==> config.mk <==
export PLATFORM = sky130hd
export DESIGN_NAME = spo_register_map
export DESIGN_NICKNAME = d
export VERILOG_FILES = /design/src/common/spo_pkg.sv /design/src/rtl/spo_register_map.sv
export SDC_FILE = /design/constraint.sdc
export NUM_CORES = 2
export LEC_CHECK = 0
export ABC_AREA = 0
export ABC_CLOCK_PERIOD_IN_PS = 28500
export CAP_MARGIN = 40
export CELL_PAD_IN_SITES_DETAIL_PLACEMENT = 1
export CELL_PAD_IN_SITES_GLOBAL_PLACEMENT = 2
export CORE_MARGIN = 2
export CORE_UTILIZATION = 44
export DETAILED_ROUTE_END_ITERATION = 6
export DONT_BUFFER_PORTS = 1
export GPL_TIMING_DRIVEN = 1
export PLACE_DENSITY_LB_ADDON = 0.1
export SLEW_MARGIN = 15
export SYNTH_ARGS = -nofsm -noshare
export SYNTH_HDL_FRONTEND = slang
export SYNTH_SLANG_ARGS = --single-unit
export TNS_END_PERCENT = 5
==> constraint.sdc <==
create_clock -name clk_i -period 28.5 [get_ports clk_i]
set_input_delay 5.7 -clock clk_i [delete_from_list [all_inputs] [get_ports clk_i]]
set_output_delay 5.7 -clock clk_i [all_outputs]
set_load 0.1 [all_outputs]
==> src/common/spo_pkg.sv <==
package spo_pkg;

  // ****************************************
  // register numbers
  // ****************************************
  localparam logic [15:0] REG_SP_LOW_LIMIT = 16'h0007;
  localparam logic [15:0] REG_SP_HIGH_LIMIT = 16'h0008;
  localparam logic [15:0] REG_LOCAL_SP_ONE = 16'h0027;
  localparam logic [15:0] REG_LOCAL_SP_TWO = 16'h0035;
  localparam logic [15:0] REG_HOST_SP_RATIO = 16'h005A;
  localparam logic [15:0] REG_HOST_SP_BIAS = 16'h005B;
  localparam logic [15:0] REG_HOST_OVERRIDE_SP = 16'h007D;
  localparam logic [15:0] REG_SHED_CLEAR_FP = 16'h007F;
  localparam logic [15:0] REG_FIRMWARE_TYPE = 16'h009D;
  localparam logic [15:0] REG_FIRMWARE_REV = 16'h00A7;
  localparam logic [15:0] REG_LOCAL_SP_COUNT = 16'h00AD;
  localparam logic [15:0] REG_OPTION_BITMAP = 16'h00B9;
  localparam logic [15:0] REG_PROG_SEGMENT = 16'h00FB;
  localparam logic [15:0] REG_SEG_MINUTES = 16'h00FC;
  localparam logic [15:0] REG_SEG_HOURS = 16'h00FD;
  localparam logic [15:0] REG_PROG_CYCLES_LEFT = 16'h00FE;
  localparam logic [15:0] REG_PROG_CYCLE_INDEX = 16'h00FF;
  localparam logic [15:0] REG_SHED_CLEAR_INT = 16'h1B90;

  // ****************************************
  // function codes and limits
  // ****************************************
  localparam logic [7:0] FC_WRITE_SINGLE = 8'h06;
  localparam logic [7:0] FC_WRITE_FILE = 8'h15;
  localparam logic [15:0] COUNT_ONE_ONLY = 16'h0000;
  localparam logic [15:0] COUNT_TWO = 16'h0001;
  localparam logic [15:0] OPTION_MAX = 16'h00FF;
  localparam logic [15:0] SEGMENT_MIN = 16'h0001;
  localparam logic [15:0] SEGMENT_MAX = 16'h000C;
  localparam logic [15:0] MINUTES_MAX = 16'h003B;
  localparam logic [15:0] HOURS_MAX = 16'h0063;
  localparam logic [15:0] CYCLES_MAX = 16'h0064;
  localparam logic [15:0] SHED_DISABLED = 16'h0000;
  localparam logic [31:0] FP_ZERO = 32'h0000_0000;
  localparam logic [31:0] FP_ONE = 32'h3F80_0000;
  localparam logic [15:0] TICKS_PER_SECOND = 16'd10;
  localparam int CLK_HZ = 100_000_000;

  // ****************************************
  // types
  // ****************************************
  typedef enum logic [2:0] {
    SPO_MONITOR = 3'b001,
    SPO_SLAVE = 3'b010,
    SPO_SHED = 3'b100
  } spo_mode_e;

  typedef struct packed {
    logic valid;
    logic write;
    logic infrared;
    logic [7:0] func;
    logic [15:0] addr;
    logic [31:0] data;
  } spo_req_s;

  typedef struct packed {
    logic valid;
    logic exception;
    logic [31:0] data;
  } spo_rsp_s;

  typedef struct packed {
    logic [7:0] option_bitmap;
    logic [15:0] firmware_type;
    logic [15:0] firmware_rev;
    logic [15:0] segment;
    logic [15:0] minutes_left;
    logic [15:0] hours_left;
    logic [15:0] cycles_left;
    logic [15:0] cycle_index;
  } spo_status_s;

endpackage : spo_pkg

==> src/rtl/spo_register_map.sv <==
`timescale 1ns/1ps

module spo_register_map #(
  parameter int SHED_TICK_CYCLES = spo_pkg::CLK_HZ / int'(spo_pkg::TICKS_PER_SECOND)
) (
  // clock and reset
  input wire logic clk_i,
  input wire logic rst_i,
  // host request and answer
  input wire spo_pkg::spo_req_s req_i,
  output spo_pkg::spo_rsp_s rsp_o,
  // configuration from the rest of the controller
  input wire logic [15:0] shed_time_i,
  input wire logic monitor_mode_req_i,
  input wire spo_pkg::spo_status_s status_i,
  // controller side
  output logic [31:0] host_override_value_o,
  output logic override_active_o,
  output logic keypad_locked_o,
  output logic two_setpoints_o,
  output logic nvm_write_o
);
  import spo_pkg::*;

  initial begin
    if (SHED_TICK_CYCLES < 1) begin
      $error("SHED_TICK_CYCLES must be at least one");
    end
  end

  // ****************************************
  // state
  // ****************************************
  typedef struct packed {
    spo_rsp_s rsp;
    spo_mode_e mode;
    logic [31:0] sp_low;
    logic [31:0] sp_high;
    logic [31:0] sp_one;
    logic [31:0] sp_two;
    logic [31:0] ratio;
    logic [31:0] bias;
    logic [31:0] host_sp;
    logic [31:0] override_out;
    logic [15:0] sp_count;
    logic [31:0] tick_cnt;
    logic [31:0] shed_cnt;
    logic nvm_write;
  } spo_state_s;

  spo_state_s st;
  spo_state_s next_st;

  // ratio and bias on raw 32-bit words; float arithmetic lives in the controller core
  function automatic logic [31:0] apply_ratio_bias(input logic [31:0] v, input logic [31:0] r,
                                                   input logic [31:0] b);
    logic [63:0] prod;
    prod = 64'(v) * 64'(r);
    return prod[31:0] + b;
  endfunction : apply_ratio_bias

  function automatic logic [31:0] clamp(input logic [31:0] v, input logic [31:0] lo,
                                        input logic [31:0] hi);
    logic [31:0] r;
    r = v;
    if (v < lo) begin
      r = lo;
    end
    if (v > hi) begin
      r = hi;
    end
    return r;
  endfunction : clamp

  function automatic logic is_read_only(input logic [15:0] a);
    return a == REG_FIRMWARE_TYPE || a == REG_FIRMWARE_REV || a == REG_OPTION_BITMAP ||
           (a >= REG_PROG_SEGMENT && a <= REG_PROG_CYCLE_INDEX);
  endfunction : is_read_only

  logic shed_on;
  logic wr;
  logic clear_hit;
  logic [31:0] shed_limit;

  assign shed_on = shed_time_i != SHED_DISABLED;
  assign wr = req_i.valid && req_i.write;
  // code 6 on the integer alias, code 21 on the float alias; data unused
  assign clear_hit = wr && ((req_i.func == FC_WRITE_SINGLE && req_i.addr == REG_SHED_CLEAR_INT) ||
                            (req_i.func == FC_WRITE_FILE && req_i.addr == REG_SHED_CLEAR_FP));
  assign shed_limit = 32'(shed_time_i) * 32'(TICKS_PER_SECOND);

  // ****************************************
  // next state
  // ****************************************
  always_comb begin
    next_st = st;
    next_st.rsp = '0;
    next_st.nvm_write = 1'b0;
    next_st.override_out = clamp(apply_ratio_bias(st.host_sp, st.ratio, st.bias),
                                 st.sp_low, st.sp_high);

    // shed timer runs only while in slave mode with a nonzero shed time
    if (st.mode == SPO_SLAVE && shed_on) begin
      if (st.tick_cnt >= 32'(SHED_TICK_CYCLES - 1)) begin
        next_st.tick_cnt = '0;
        next_st.shed_cnt = st.shed_cnt + 32'd1;
      end else begin
        next_st.tick_cnt = st.tick_cnt + 32'd1;
      end
      if (st.shed_cnt >= shed_limit) begin
        next_st.mode = SPO_SHED;
      end
    end

    if (req_i.valid) begin
      next_st.rsp.valid = 1'b1;
      // any host traffic except infrared refreshes the shed interval
      if (!req_i.infrared) begin
        next_st.tick_cnt = '0;
        next_st.shed_cnt = '0;
      end
      if (!req_i.write) begin
        unique case (req_i.addr)
          REG_SP_LOW_LIMIT: next_st.rsp.data = st.sp_low;
          REG_SP_HIGH_LIMIT: next_st.rsp.data = st.sp_high;
          REG_LOCAL_SP_ONE: next_st.rsp.data = st.sp_one;
          REG_LOCAL_SP_TWO: next_st.rsp.data = st.sp_two;
          REG_HOST_SP_RATIO: next_st.rsp.data = st.ratio;
          REG_HOST_SP_BIAS: next_st.rsp.data = st.bias;
          REG_HOST_OVERRIDE_SP: next_st.rsp.data = st.host_sp;
          REG_LOCAL_SP_COUNT: next_st.rsp.data = {16'h0000, st.sp_count};
          REG_OPTION_BITMAP: next_st.rsp.data = {24'h000000, status_i.option_bitmap};
          REG_FIRMWARE_TYPE: next_st.rsp.data = {16'h0000, status_i.firmware_type};
          REG_FIRMWARE_REV: next_st.rsp.data = {16'h0000, status_i.firmware_rev};
          REG_PROG_SEGMENT: next_st.rsp.data = {16'h0000, status_i.segment};
          REG_SEG_MINUTES: next_st.rsp.data = {16'h0000, status_i.minutes_left};
          REG_SEG_HOURS: next_st.rsp.data = {16'h0000, status_i.hours_left};
          REG_PROG_CYCLES_LEFT: next_st.rsp.data = {16'h0000, status_i.cycles_left};
          REG_PROG_CYCLE_INDEX: next_st.rsp.data = {16'h0000, status_i.cycle_index};
          default: next_st.rsp.exception = 1'b1;
        endcase
      end else if (is_read_only(req_i.addr)) begin
        next_st.rsp.exception = 1'b1;
      end else if (clear_hit) begin
        next_st.mode = SPO_MONITOR;
      end else begin
        unique case (req_i.addr)
          REG_SP_LOW_LIMIT: next_st.sp_low = req_i.data;
          REG_SP_HIGH_LIMIT: next_st.sp_high = req_i.data;
          REG_LOCAL_SP_ONE: next_st.sp_one = clamp(req_i.data, st.sp_low, st.sp_high);
          REG_LOCAL_SP_TWO: next_st.sp_two = clamp(req_i.data, st.sp_low, st.sp_high);
          REG_HOST_SP_RATIO: next_st.ratio = req_i.data;
          REG_HOST_SP_BIAS: next_st.bias = req_i.data;
          REG_HOST_OVERRIDE_SP: next_st.host_sp = req_i.data;
          REG_LOCAL_SP_COUNT: begin
            if (req_i.data[15:0] == COUNT_ONE_ONLY || req_i.data[15:0] == COUNT_TWO) begin
              next_st.sp_count = req_i.data[15:0];
            end else begin
              next_st.rsp.exception = 1'b1;
            end
          end
          default: next_st.rsp.exception = 1'b1;
        endcase
        // nonvolatile writeback for configuration, never for the host setpoint
        next_st.nvm_write = !next_st.rsp.exception &&
                            req_i.addr != REG_HOST_OVERRIDE_SP;
        if (!next_st.rsp.exception && shed_on && !req_i.infrared) begin
          next_st.mode = SPO_SLAVE;
        end
      end
    end

    if (monitor_mode_req_i || !shed_on) begin
      next_st.mode = SPO_MONITOR;
    end
  end

  always_ff @(posedge clk_i) begin
    if (rst_i) begin
      st <= '{rsp: '0, mode: SPO_MONITOR, sp_low: FP_ZERO, sp_high: FP_ZERO, sp_one: FP_ZERO,
              sp_two: FP_ZERO, ratio: FP_ONE, bias: FP_ZERO, host_sp: FP_ZERO,
              override_out: FP_ZERO, sp_count: COUNT_ONE_ONLY, tick_cnt: '0, shed_cnt: '0,
              nvm_write: 1'b0};
    end else begin
      st <= next_st;
    end
  end

  // ****************************************
  // outputs
  // ****************************************
  assign rsp_o = st.rsp;
  assign host_override_value_o = st.override_out;
  assign override_active_o = st.mode == SPO_SLAVE;
  assign keypad_locked_o = st.mode == SPO_SLAVE;
  assign two_setpoints_o = st.sp_count == COUNT_TWO;
  assign nvm_write_o = st.nvm_write;

  // ****************************************
  // checks
  // ****************************************
  chk_ro_write_refused: assert property (@(posedge clk_i) disable iff (rst_i)
    (req_i.valid && req_i.write && is_read_only(req_i.addr)) |=> rsp_o.exception)
    else $error("write to read-only register not refused");
  chk_fw_rev_kept: assert property (@(posedge clk_i) disable iff (rst_i)
    (req_i.valid && req_i.write && req_i.addr == REG_FIRMWARE_REV) |=> !nvm_write_o)
    else $error("firmware revision write was accepted");
  chk_shed_off_monitor: assert property (@(posedge clk_i) disable iff (rst_i)
    (shed_time_i == SHED_DISABLED) |=> !keypad_locked_o)
    else $error("slave mode while shed disabled");
  chk_write_enters_slave: assert property (@(posedge clk_i) disable iff (rst_i)
    (req_i.valid && req_i.write && req_i.addr == REG_HOST_OVERRIDE_SP && !req_i.infrared &&
     shed_time_i != SHED_DISABLED && !monitor_mode_req_i) |=> keypad_locked_o)
    else $error("host write did not enter slave mode");
  chk_clear_exits_slave: assert property (@(posedge clk_i) disable iff (rst_i)
    (req_i.valid && req_i.write && req_i.func == FC_WRITE_SINGLE &&
     req_i.addr == REG_SHED_CLEAR_INT) |=> !override_active_o)
    else $error("shed timer reset did not exit slave mode");
  chk_host_sp_volatile: assert property (@(posedge clk_i) disable iff (rst_i)
    (req_i.valid && req_i.write && req_i.addr == REG_HOST_OVERRIDE_SP) |=> !nvm_write_o)
    else $error("host setpoint started a nonvolatile write");
  chk_option_range: assert property (@(posedge clk_i) disable iff (rst_i)
    (req_i.valid && !req_i.write && req_i.addr == REG_OPTION_BITMAP) |=>
      (rsp_o.valid && rsp_o.data <= 32'(OPTION_MAX)))
    else $error("option bitmap read out of range");
  chk_count_honoured: assert property (@(posedge clk_i) disable iff (rst_i)
    (req_i.valid && req_i.write && req_i.addr == REG_LOCAL_SP_COUNT &&
     req_i.data[15:0] == COUNT_TWO) |=> two_setpoints_o)
    else $error("second local setpoint not enabled");
  chk_monitor_ends: assert property (@(posedge clk_i) disable iff (rst_i)
    monitor_mode_req_i |=> !override_active_o)
    else $error("override survived monitor mode request");

  // ****************************************
  // answer, mode, setpoint count and nonvolatile write checks
  // ****************************************
  chk_rsp_follows_req: assert property (@(posedge clk_i) disable iff (rst_i)
    req_i.valid |=> rsp_o.valid)
    else $error("request got no answer");
  chk_rsp_only_after: assert property (@(posedge clk_i) disable iff (rst_i)
    !req_i.valid |=> !rsp_o.valid)
    else $error("answer without request");
  chk_exc_zero_data: assert property (@(posedge clk_i) disable iff (rst_i)
    rsp_o.exception |-> rsp_o.data == FP_ZERO)
    else $error("exception answer carries data");
  chk_wo_read_refused: assert property (@(posedge clk_i) disable iff (rst_i)
    (req_i.valid && !req_i.write && req_i.addr == REG_SHED_CLEAR_INT) |=> rsp_o.exception)
    else $error("read of write-only register not refused");
  chk_fw_type_read: assert property (@(posedge clk_i) disable iff (rst_i)
    (req_i.valid && !req_i.write && req_i.addr == REG_FIRMWARE_TYPE) |=>
      (rsp_o.data == {16'h0000, $past(status_i.firmware_type)}))
    else $error("firmware type read wrong");
  chk_fw_type_kept: assert property (@(posedge clk_i) disable iff (rst_i)
    (req_i.valid && req_i.write && req_i.addr == REG_FIRMWARE_TYPE) |=> !nvm_write_o)
    else $error("firmware type write was accepted");
  chk_ro_no_slave: assert property (@(posedge clk_i) disable iff (rst_i)
    (req_i.valid && req_i.write && is_read_only(req_i.addr) && !override_active_o) |=>
      !override_active_o)
    else $error("refused write entered slave mode");
  chk_segment_read: assert property (@(posedge clk_i) disable iff (rst_i)
    (req_i.valid && !req_i.write && req_i.addr == REG_PROG_SEGMENT) |=>
      (rsp_o.valid && !rsp_o.exception))
    else $error("segment read refused");
  chk_cycle_index_read: assert property (@(posedge clk_i) disable iff (rst_i)
    (req_i.valid && !req_i.write && req_i.addr == REG_PROG_CYCLE_INDEX) |=>
      (rsp_o.data == {16'h0000, $past(status_i.cycle_index)}))
    else $error("cycle index read wrong");
  chk_count_one: assert property (@(posedge clk_i) disable iff (rst_i)
    (req_i.valid && req_i.write && req_i.addr == REG_LOCAL_SP_COUNT &&
     req_i.data[15:0] == COUNT_ONE_ONLY) |=> !two_setpoints_o)
    else $error("single local setpoint not selected");
  chk_count_refused: assert property (@(posedge clk_i) disable iff (rst_i)
    (req_i.valid && req_i.write && req_i.addr == REG_LOCAL_SP_COUNT &&
     req_i.data[15:0] > COUNT_TWO) |=> (rsp_o.exception && $stable(two_setpoints_o)))
    else $error("bad setpoint count accepted");
  chk_host_sp_taken: assert property (@(posedge clk_i) disable iff (rst_i)
    (req_i.valid && req_i.write && req_i.addr == REG_HOST_OVERRIDE_SP) |=> !rsp_o.exception)
    else $error("host setpoint write refused");
  chk_read_no_slave: assert property (@(posedge clk_i) disable iff (rst_i)
    (req_i.valid && !req_i.write && !override_active_o) |=> !override_active_o)
    else $error("read entered slave mode");
  chk_shed_zero_idle: assert property (@(posedge clk_i) disable iff (rst_i)
    (shed_time_i == SHED_DISABLED) |=> !override_active_o)
    else $error("override active with shed time zero");
  chk_clear_fp_exits: assert property (@(posedge clk_i) disable iff (rst_i)
    (req_i.valid && req_i.write && req_i.func == FC_WRITE_FILE &&
     req_i.addr == REG_SHED_CLEAR_FP) |=> !override_active_o)
    else $error("float shed reset did not exit slave mode");
  chk_clear_no_nvm: assert property (@(posedge clk_i) disable iff (rst_i)
    clear_hit |=> !nvm_write_o)
    else $error("shed reset started a nonvolatile write");
  chk_clear_no_exc: assert property (@(posedge clk_i) disable iff (rst_i)
    clear_hit |=> !rsp_o.exception)
    else $error("shed reset answered with exception");
  chk_ir_write_no_slave: assert property (@(posedge clk_i) disable iff (rst_i)
    (req_i.valid && req_i.write && req_i.infrared && !override_active_o) |=>
      !override_active_o)
    else $error("infrared write entered slave mode");
  chk_monitor_unlocks: assert property (@(posedge clk_i) disable iff (rst_i)
    monitor_mode_req_i |=> !keypad_locked_o)
    else $error("keypad locked in monitor mode");
  chk_nvm_needs_write: assert property (@(posedge clk_i) disable iff (rst_i)
    !(req_i.valid && req_i.write) |=> !nvm_write_o)
    else $error("nonvolatile write without host write");
  chk_config_nvm: assert property (@(posedge clk_i) disable iff (rst_i)
    (req_i.valid && req_i.write && req_i.addr == REG_SP_LOW_LIMIT) |=> nvm_write_o)
    else $error("configuration write not stored");
  chk_ro_read_ok: assert property (@(posedge clk_i) disable iff (rst_i)
    (req_i.valid && !req_i.write && req_i.addr == REG_OPTION_BITMAP) |=> !rsp_o.exception)
    else $error("option bitmap read refused");

endmodule : spo_register_map

# Word level (Yosys, flattened, before mapping)

Index checks and enable logic that the tools add are counted.

Word-level logic and storage cells: 130
Register bits: 374
Bits of input ports: 198
Output and inout port bits: 70

Bitwise operators: 4
Order comparisons: 8
Reductions and logical operators: 34
Add/subtract/negate cells: 3
$mul: 2
Eq/ne operators: 24
Multiplexer cells: 39

Operators by type and width:

| kind                    | number |
|---|---|
| $pmux W32 S16           | 1 |
| $mux W227               | 2 |
| $mux W32                | 14 |
| $mux W261               | 1 |
| $mux W224               | 1 |
| $eq A16 B8 Y1 const B   | 9 |
| $mux W64                | 2 |
| $mux W65                | 1 |
| $add A32 B1 Y32 const B | 2 |
| $eq A16 B7 Y1 const B   | 4 |
| $gt A32 B32 Y1          | 2 |
| $lt A32 B32 Y1          | 2 |
| $reduce_and A5 Y1       | 7 |
| $add A32 B32 Y32        | 1 |
| $eq A16 B1 Y1 const B   | 2 |
| $eq A16 B6 Y1 const B   | 2 |
| $ge A32 B20 Y1          | 1 |
| $ge A32 B24 Y1 const B  | 1 |
| $mul A32 B32 Y32        | 1 |
| $mul A16 B3 Y19 const B | 1 |
| $eq A16 B13 Y1 const B  | 1 |
| $eq A16 B3 Y1 const B   | 1 |
| $eq A16 B4 Y1 const B   | 1 |
| $ge A16 B8 Y1 const B   | 1 |
| 20 further kinds        | 53 |

# Depth between registers and ports, before layout

Depth after elaboration: 16
Gate-level depth with buffers: 40

# Least setup slack after synthesis

Ideal clock, no wire load.

Kind: input to register
From: in shed_time_i[1]
To: reg st[338] (netlist name)
Stages: 21
Library setup time: 116 ps
Arrival time: 9250 ps
Setup slack: 19134 ps
Buffers on the path: 0
Cell sequence: ha_1 ha_1 inv_1 fa_1 inv_1 a21oi_1 o21ai_0 a21o_1 a21o_1 a21o_1 a211o_1 a31o_2 a21oi_1 xor2_1 ha_1 nand2_1 or4_1 a31oi_1 o21a_1 nand2b_1 a21oi_1

Longest elaborated chain between the ends: 9

RTL lines:

| what                 | line                    | source |
|---|---|---|
| start, declared      | spo_register_map.sv:13  | `input wire logic [15:0] shed_time_i,` |
| $mul A16 B3 Y19      | spo_register_map.sv:90  | `assign shed_limit = 32'(shed_time_i) * 32'(TICKS_PER_SECOND);` |
| $ge A32 B20 Y1       | spo_register_map.sv:110 | `if (st.shed_cnt >= shed_limit) begin` |
| $mux W3              | spo_register_map.sv:110 |  |
| $mux W3              | spo_register_map.sv:103 | `if (st.mode == SPO_SLAVE && shed_on) begin` |
| $mux W3              | spo_register_map.sv:167 | `if (!next_st.rsp.exception && shed_on && !req_i.infrared) begin` |
| $mux W3              | spo_register_map.sv:144 | `end else if (clear_hit) begin` |
| $mux W227            | spo_register_map.sv:142 | `end else if (is_read_only(req_i.addr)) begin` |
| $mux W227            | spo_register_map.sv:122 | `if (!req_i.write) begin` |
| $mux W261            | spo_register_map.sv:115 | `if (req_i.valid) begin` |
| end signal, assigned | spo_register_map.sv:180 | `st <= '{rsp: '0, mode: SPO_MONITOR, sp_low: FP_ZERO, sp_high: FP_ZERO, sp_one: FP_ZERO,` |
| end signal, assigned | spo_register_map.sv:185 | `st <= next_st;` |
| end, declared        | spo_register_map.sv:51  | `spo_state_s st;` |

Several ways; a longest one is shown, not always the timed one.
A chain may end at the register's enable or synchronous reset.

# Worst setup path after layout

From: reg st[113] (netlist name)
To: reg st, in the netlist host_override_value_o[30]

Longest elaborated chain between the ends: 5

RTL lines:

| what               | line                   | source |
|---|---|---|
| $mul A32 B32 Y32 * | spo_register_map.sv:58 | `prod = 64'(v) * 64'(r);` |
| $add A32 B32 Y32 * | spo_register_map.sv:59 | `return prod[31:0] + b;` |
| $lt A32 B32 Y1     | spo_register_map.sv:66 | `if (v < lo) begin` |
| $mux W32           | spo_register_map.sv:66 |  |
| $mux W32 *         | spo_register_map.sv:69 | `if (v > hi) begin` |

Mark *: on every way between the ends. The rest lies on a longest branch, timed or not.

==> reports/qor.yml <==
run_status:
  status: "finished, violations left"
  violations: "DRC"
setup_path:
  reg2reg_from: "st[113]"
  crit_required_ns: 28.99
  slowest_stage: "dfxtp_1"
  crit_end: "host_override_value_o[30]"
  rr_worst_depth: 36
  reg2reg_to: "host_override_value_o[30]"
  worstPathArrival_ns: 11.55
  rrSetupSlack_ns: 17.44
  startpoint_type: "flip-flop"
  crit_fanout: 40
  crit_type: "flip-flop to flip-flop"
  startpoint: "st[113]"
  slowest_delay_ns: 0.74
  endpoint_kind: "flip-flop"
cts:
  cts-root-buf: "clkbuf_16"
  cts_resized: 0
  cts_max_level: 2
  postCtsHoldBufs: 0
  cts_setup_buffers: 0
  cts.path.max_buffers: 3
  numClockSinks: 374
  path_clk_slew_ns: 0.06
  clock_latency_ns: 0.62
  cts_tree: "built"
  cts_buffers: 47
logic_synthesis:
  syn_nets: 5283
  async_reset_ff_frac: 0
  synth.most_common_cell: "nand2_1"
  syn_inst: 4347
  yosysTopAreaCell: "fa_1"
  yosysWarnings: 0
  syn_avg_cell_area_um2: 8.59
  ys_types: 70
  synth.yosys.seq_area_share: 0.200
  synth_top_area_share: 0.235
  ys.flop_type: "dfxtp_1"
  synthTopCellsByArea: "fa_1 (24%), dfxtp_1 (20%), ha_1 (10%)"
  synth_area_um2: 37400
  yosys_register_bits: 374
  synth_edf_count: 0
  synthTopCellsByCount: "nand2_1 (647), inv_1 (585), fa_1 (439), dfxtp_1 (374), and2_1 (319)"
floorplan:
  initial_utilization: 0.446
  num_rows: 106
  die_h_um: 295
  dieArea_um2: 87300
  die_x_um: 295
  ios: 268
  coreArea_um2: 83800
global_route:
  grt_pass1_wl_um: 215000
  grt_max_degree: 203
  grt_pass1_vias: 33400
  grt_use_total: 0.326
  grt_overflow_total: 0
  antenna_found_initial: 20
timing:
  hold_viol: 0
  max_freq_mhz: 90.4
  rsz0062_at_grt: "false"
  setup-violations-final: 0
  setup_tns_ns: 0
  finalCriticalPeriod_ns: 11.06
  finClkSkew_ns: 0.0391
  drv_slew: 0
  fin_crit_sh: 0.388
  tightest_slew_ns: 0.850
  slew_headroom: 0.432
power:
  p_sw_uw: 289
  p_seq_frac: 0.440
  power_mw: 1.19
  power_density_nw_per_um2: 28.9
  ir_worst_vdd_uv: 44.6
  p_int_uw: 900
  power_frac_comb: 0.046
  p_leak_nw: 17.6
  clockPowerShare: 0.514
  swShare: 0.243
placement:
  portBuffers: 0
  gp_congestion: 0.952
  dp_hpwl_um: 107000
  dpl.cell_count: 5319
finish:
  fill_cells: 9674
  drive_gt1_frac: 0.0614
  fin_nets: 5171
  synthToLayoutAreaGrowth_pct: 10.2
  fin_cells: 5414
drt:
  wirelength_um: 140000
  vias_per_cell: 5.79
  drc: 4
  dr.first_iter.drc_count: 2371
  wire_per_inst_um: 25.8
  drtAntennaViolNets: 0
  vias: 31400
  first_pass_iters: 7
run:
  max_cap_viol_count: 0
hold_path:
  min_path_type: "flip-flop to flip-flop"
## worst max-delay path, delay by kind of cell, from the launching register on
family                   cells  cell delay (ns)
flip-flops                   1             0.74
adder cells (fa/ha/maj)     10             4.52
buffers and inverters        8             1.37
AND/OR/NAND/NOR              8             1.78
AO/OA/AOI/OAI                9             2.31
multiplexers                 1             0.22
## sequential cells by signal (all words and copies together) (netlist names)
name,flops
rsp_o,34
host_override_value_o,32
st,307
nvm_write_o,1
## how the worst min path moves through the flow
stage,to,depth (start not counted),slack [ns],from
floorplan,st[337],1,0.43,st[337]
global placement,st[192],2,0.45,st[192]
detailed placement,st[64],2,0.47,st[64]
CTS,st[338],2,0.48,st[338]
global route,st[231],1,0.50,st[231]
finish,st[338],2,0.47,st[338]
## final cells by class
| type | instances | area, um2 | share of cell area |
|---|---|---|---|
| clock inverters | 15 | 168 | 0.00407 |
| inverters | 585 | 2200 | 0.0534 |
| multi-input cells | 3082 | 26300 | 0.640 |
| flip-flops and latches | 374 | 7490 | 0.182 |
| clock buffers | 68 | 1380 | 0.0334 |
| repair buffers | 145 | 2160 | 0.0524 |
| diodes | 11 | 27.5 | 0.000669 |
| well taps | 1134 | 1420 | 0.0345 |
## through the flow
| stage | setup slack, ns | util | area, um2 | hold slack [ns] |
|---|---|---|---|---|
| 6_report | 17.44 | 0.491 | 41200 | 0.469 |
| 5_1_grt | 16.73 | 0.491 | 41200 | 0.500 |
| 4_1_cts | 17.45 | 0.491 | 41100 | 0.478 |
| 3_5_place_dp | 17.54 | 0.472 | 39600 | 0.469 |
| 3_3_place_gp | 17.73 | 0.452 | 37900 | 0.454 |
| 2_1_floorplan | 19.13 | - | 37400 | 0.427 |
## cell families after synthesis
group / after synthesis / synth area share
and+or+nand+nor: 1405 / 0.184
buffers and inverters: 891 / 0.0982
AOI/OAI and AO/OA: 751 / 0.137
adders and majority gates: 738 / 0.335
DFF: 374 / 0.200
xor gates and xnor gates: 150 / 0.0352
muxes: 38 / 0.0102
## per-layer routing
metal	track usage	up-vias	wire, um
met5	0	-	67
met4	0.0960	12	4510
met3	0.0508	207	8610
met2	0.513	988	62700
met1	0.463	16200	63900
li1	-	14000	-
## placed cells by master, fill, tap and decap left out, types with 55 or more instances in the layout
master | synthesis | routed
fa_1 | 439 | 439
dfxtp_1 | 374 | 374
buf_4 | 68 | 58
and2_1 | 319 | 319
ha_1 | 299 | 299
nor2_1 | 177 | 174
xnor2_1 | 93 | 93
a211oi_1 | 55 | 55
inv_1 | 585 | 585
xor2_1 | 57 | 57
a22oi_1 | 71 | 70
a21oi_1 | 266 | 266
nand2_1 | 647 | 644
nand4_1 | 55 | 55
## power groups by stage
stage / sequential [mW] / clock [mW] / combinational (mW)
after floorplan: 0.535 / 0 / 0.0450
after global placement: 0.536 / 0 / 0.0507
after detailed placement: 0.535 / 0 / 0.0543
after CTS: 0.523 / 0.624 / 0.0548
after global routing: 0.523 / 0.644 / 0.0614
final: 0.523 / 0.612 / 0.0542
No activity file was read; power rests on OpenSTA's default activity.
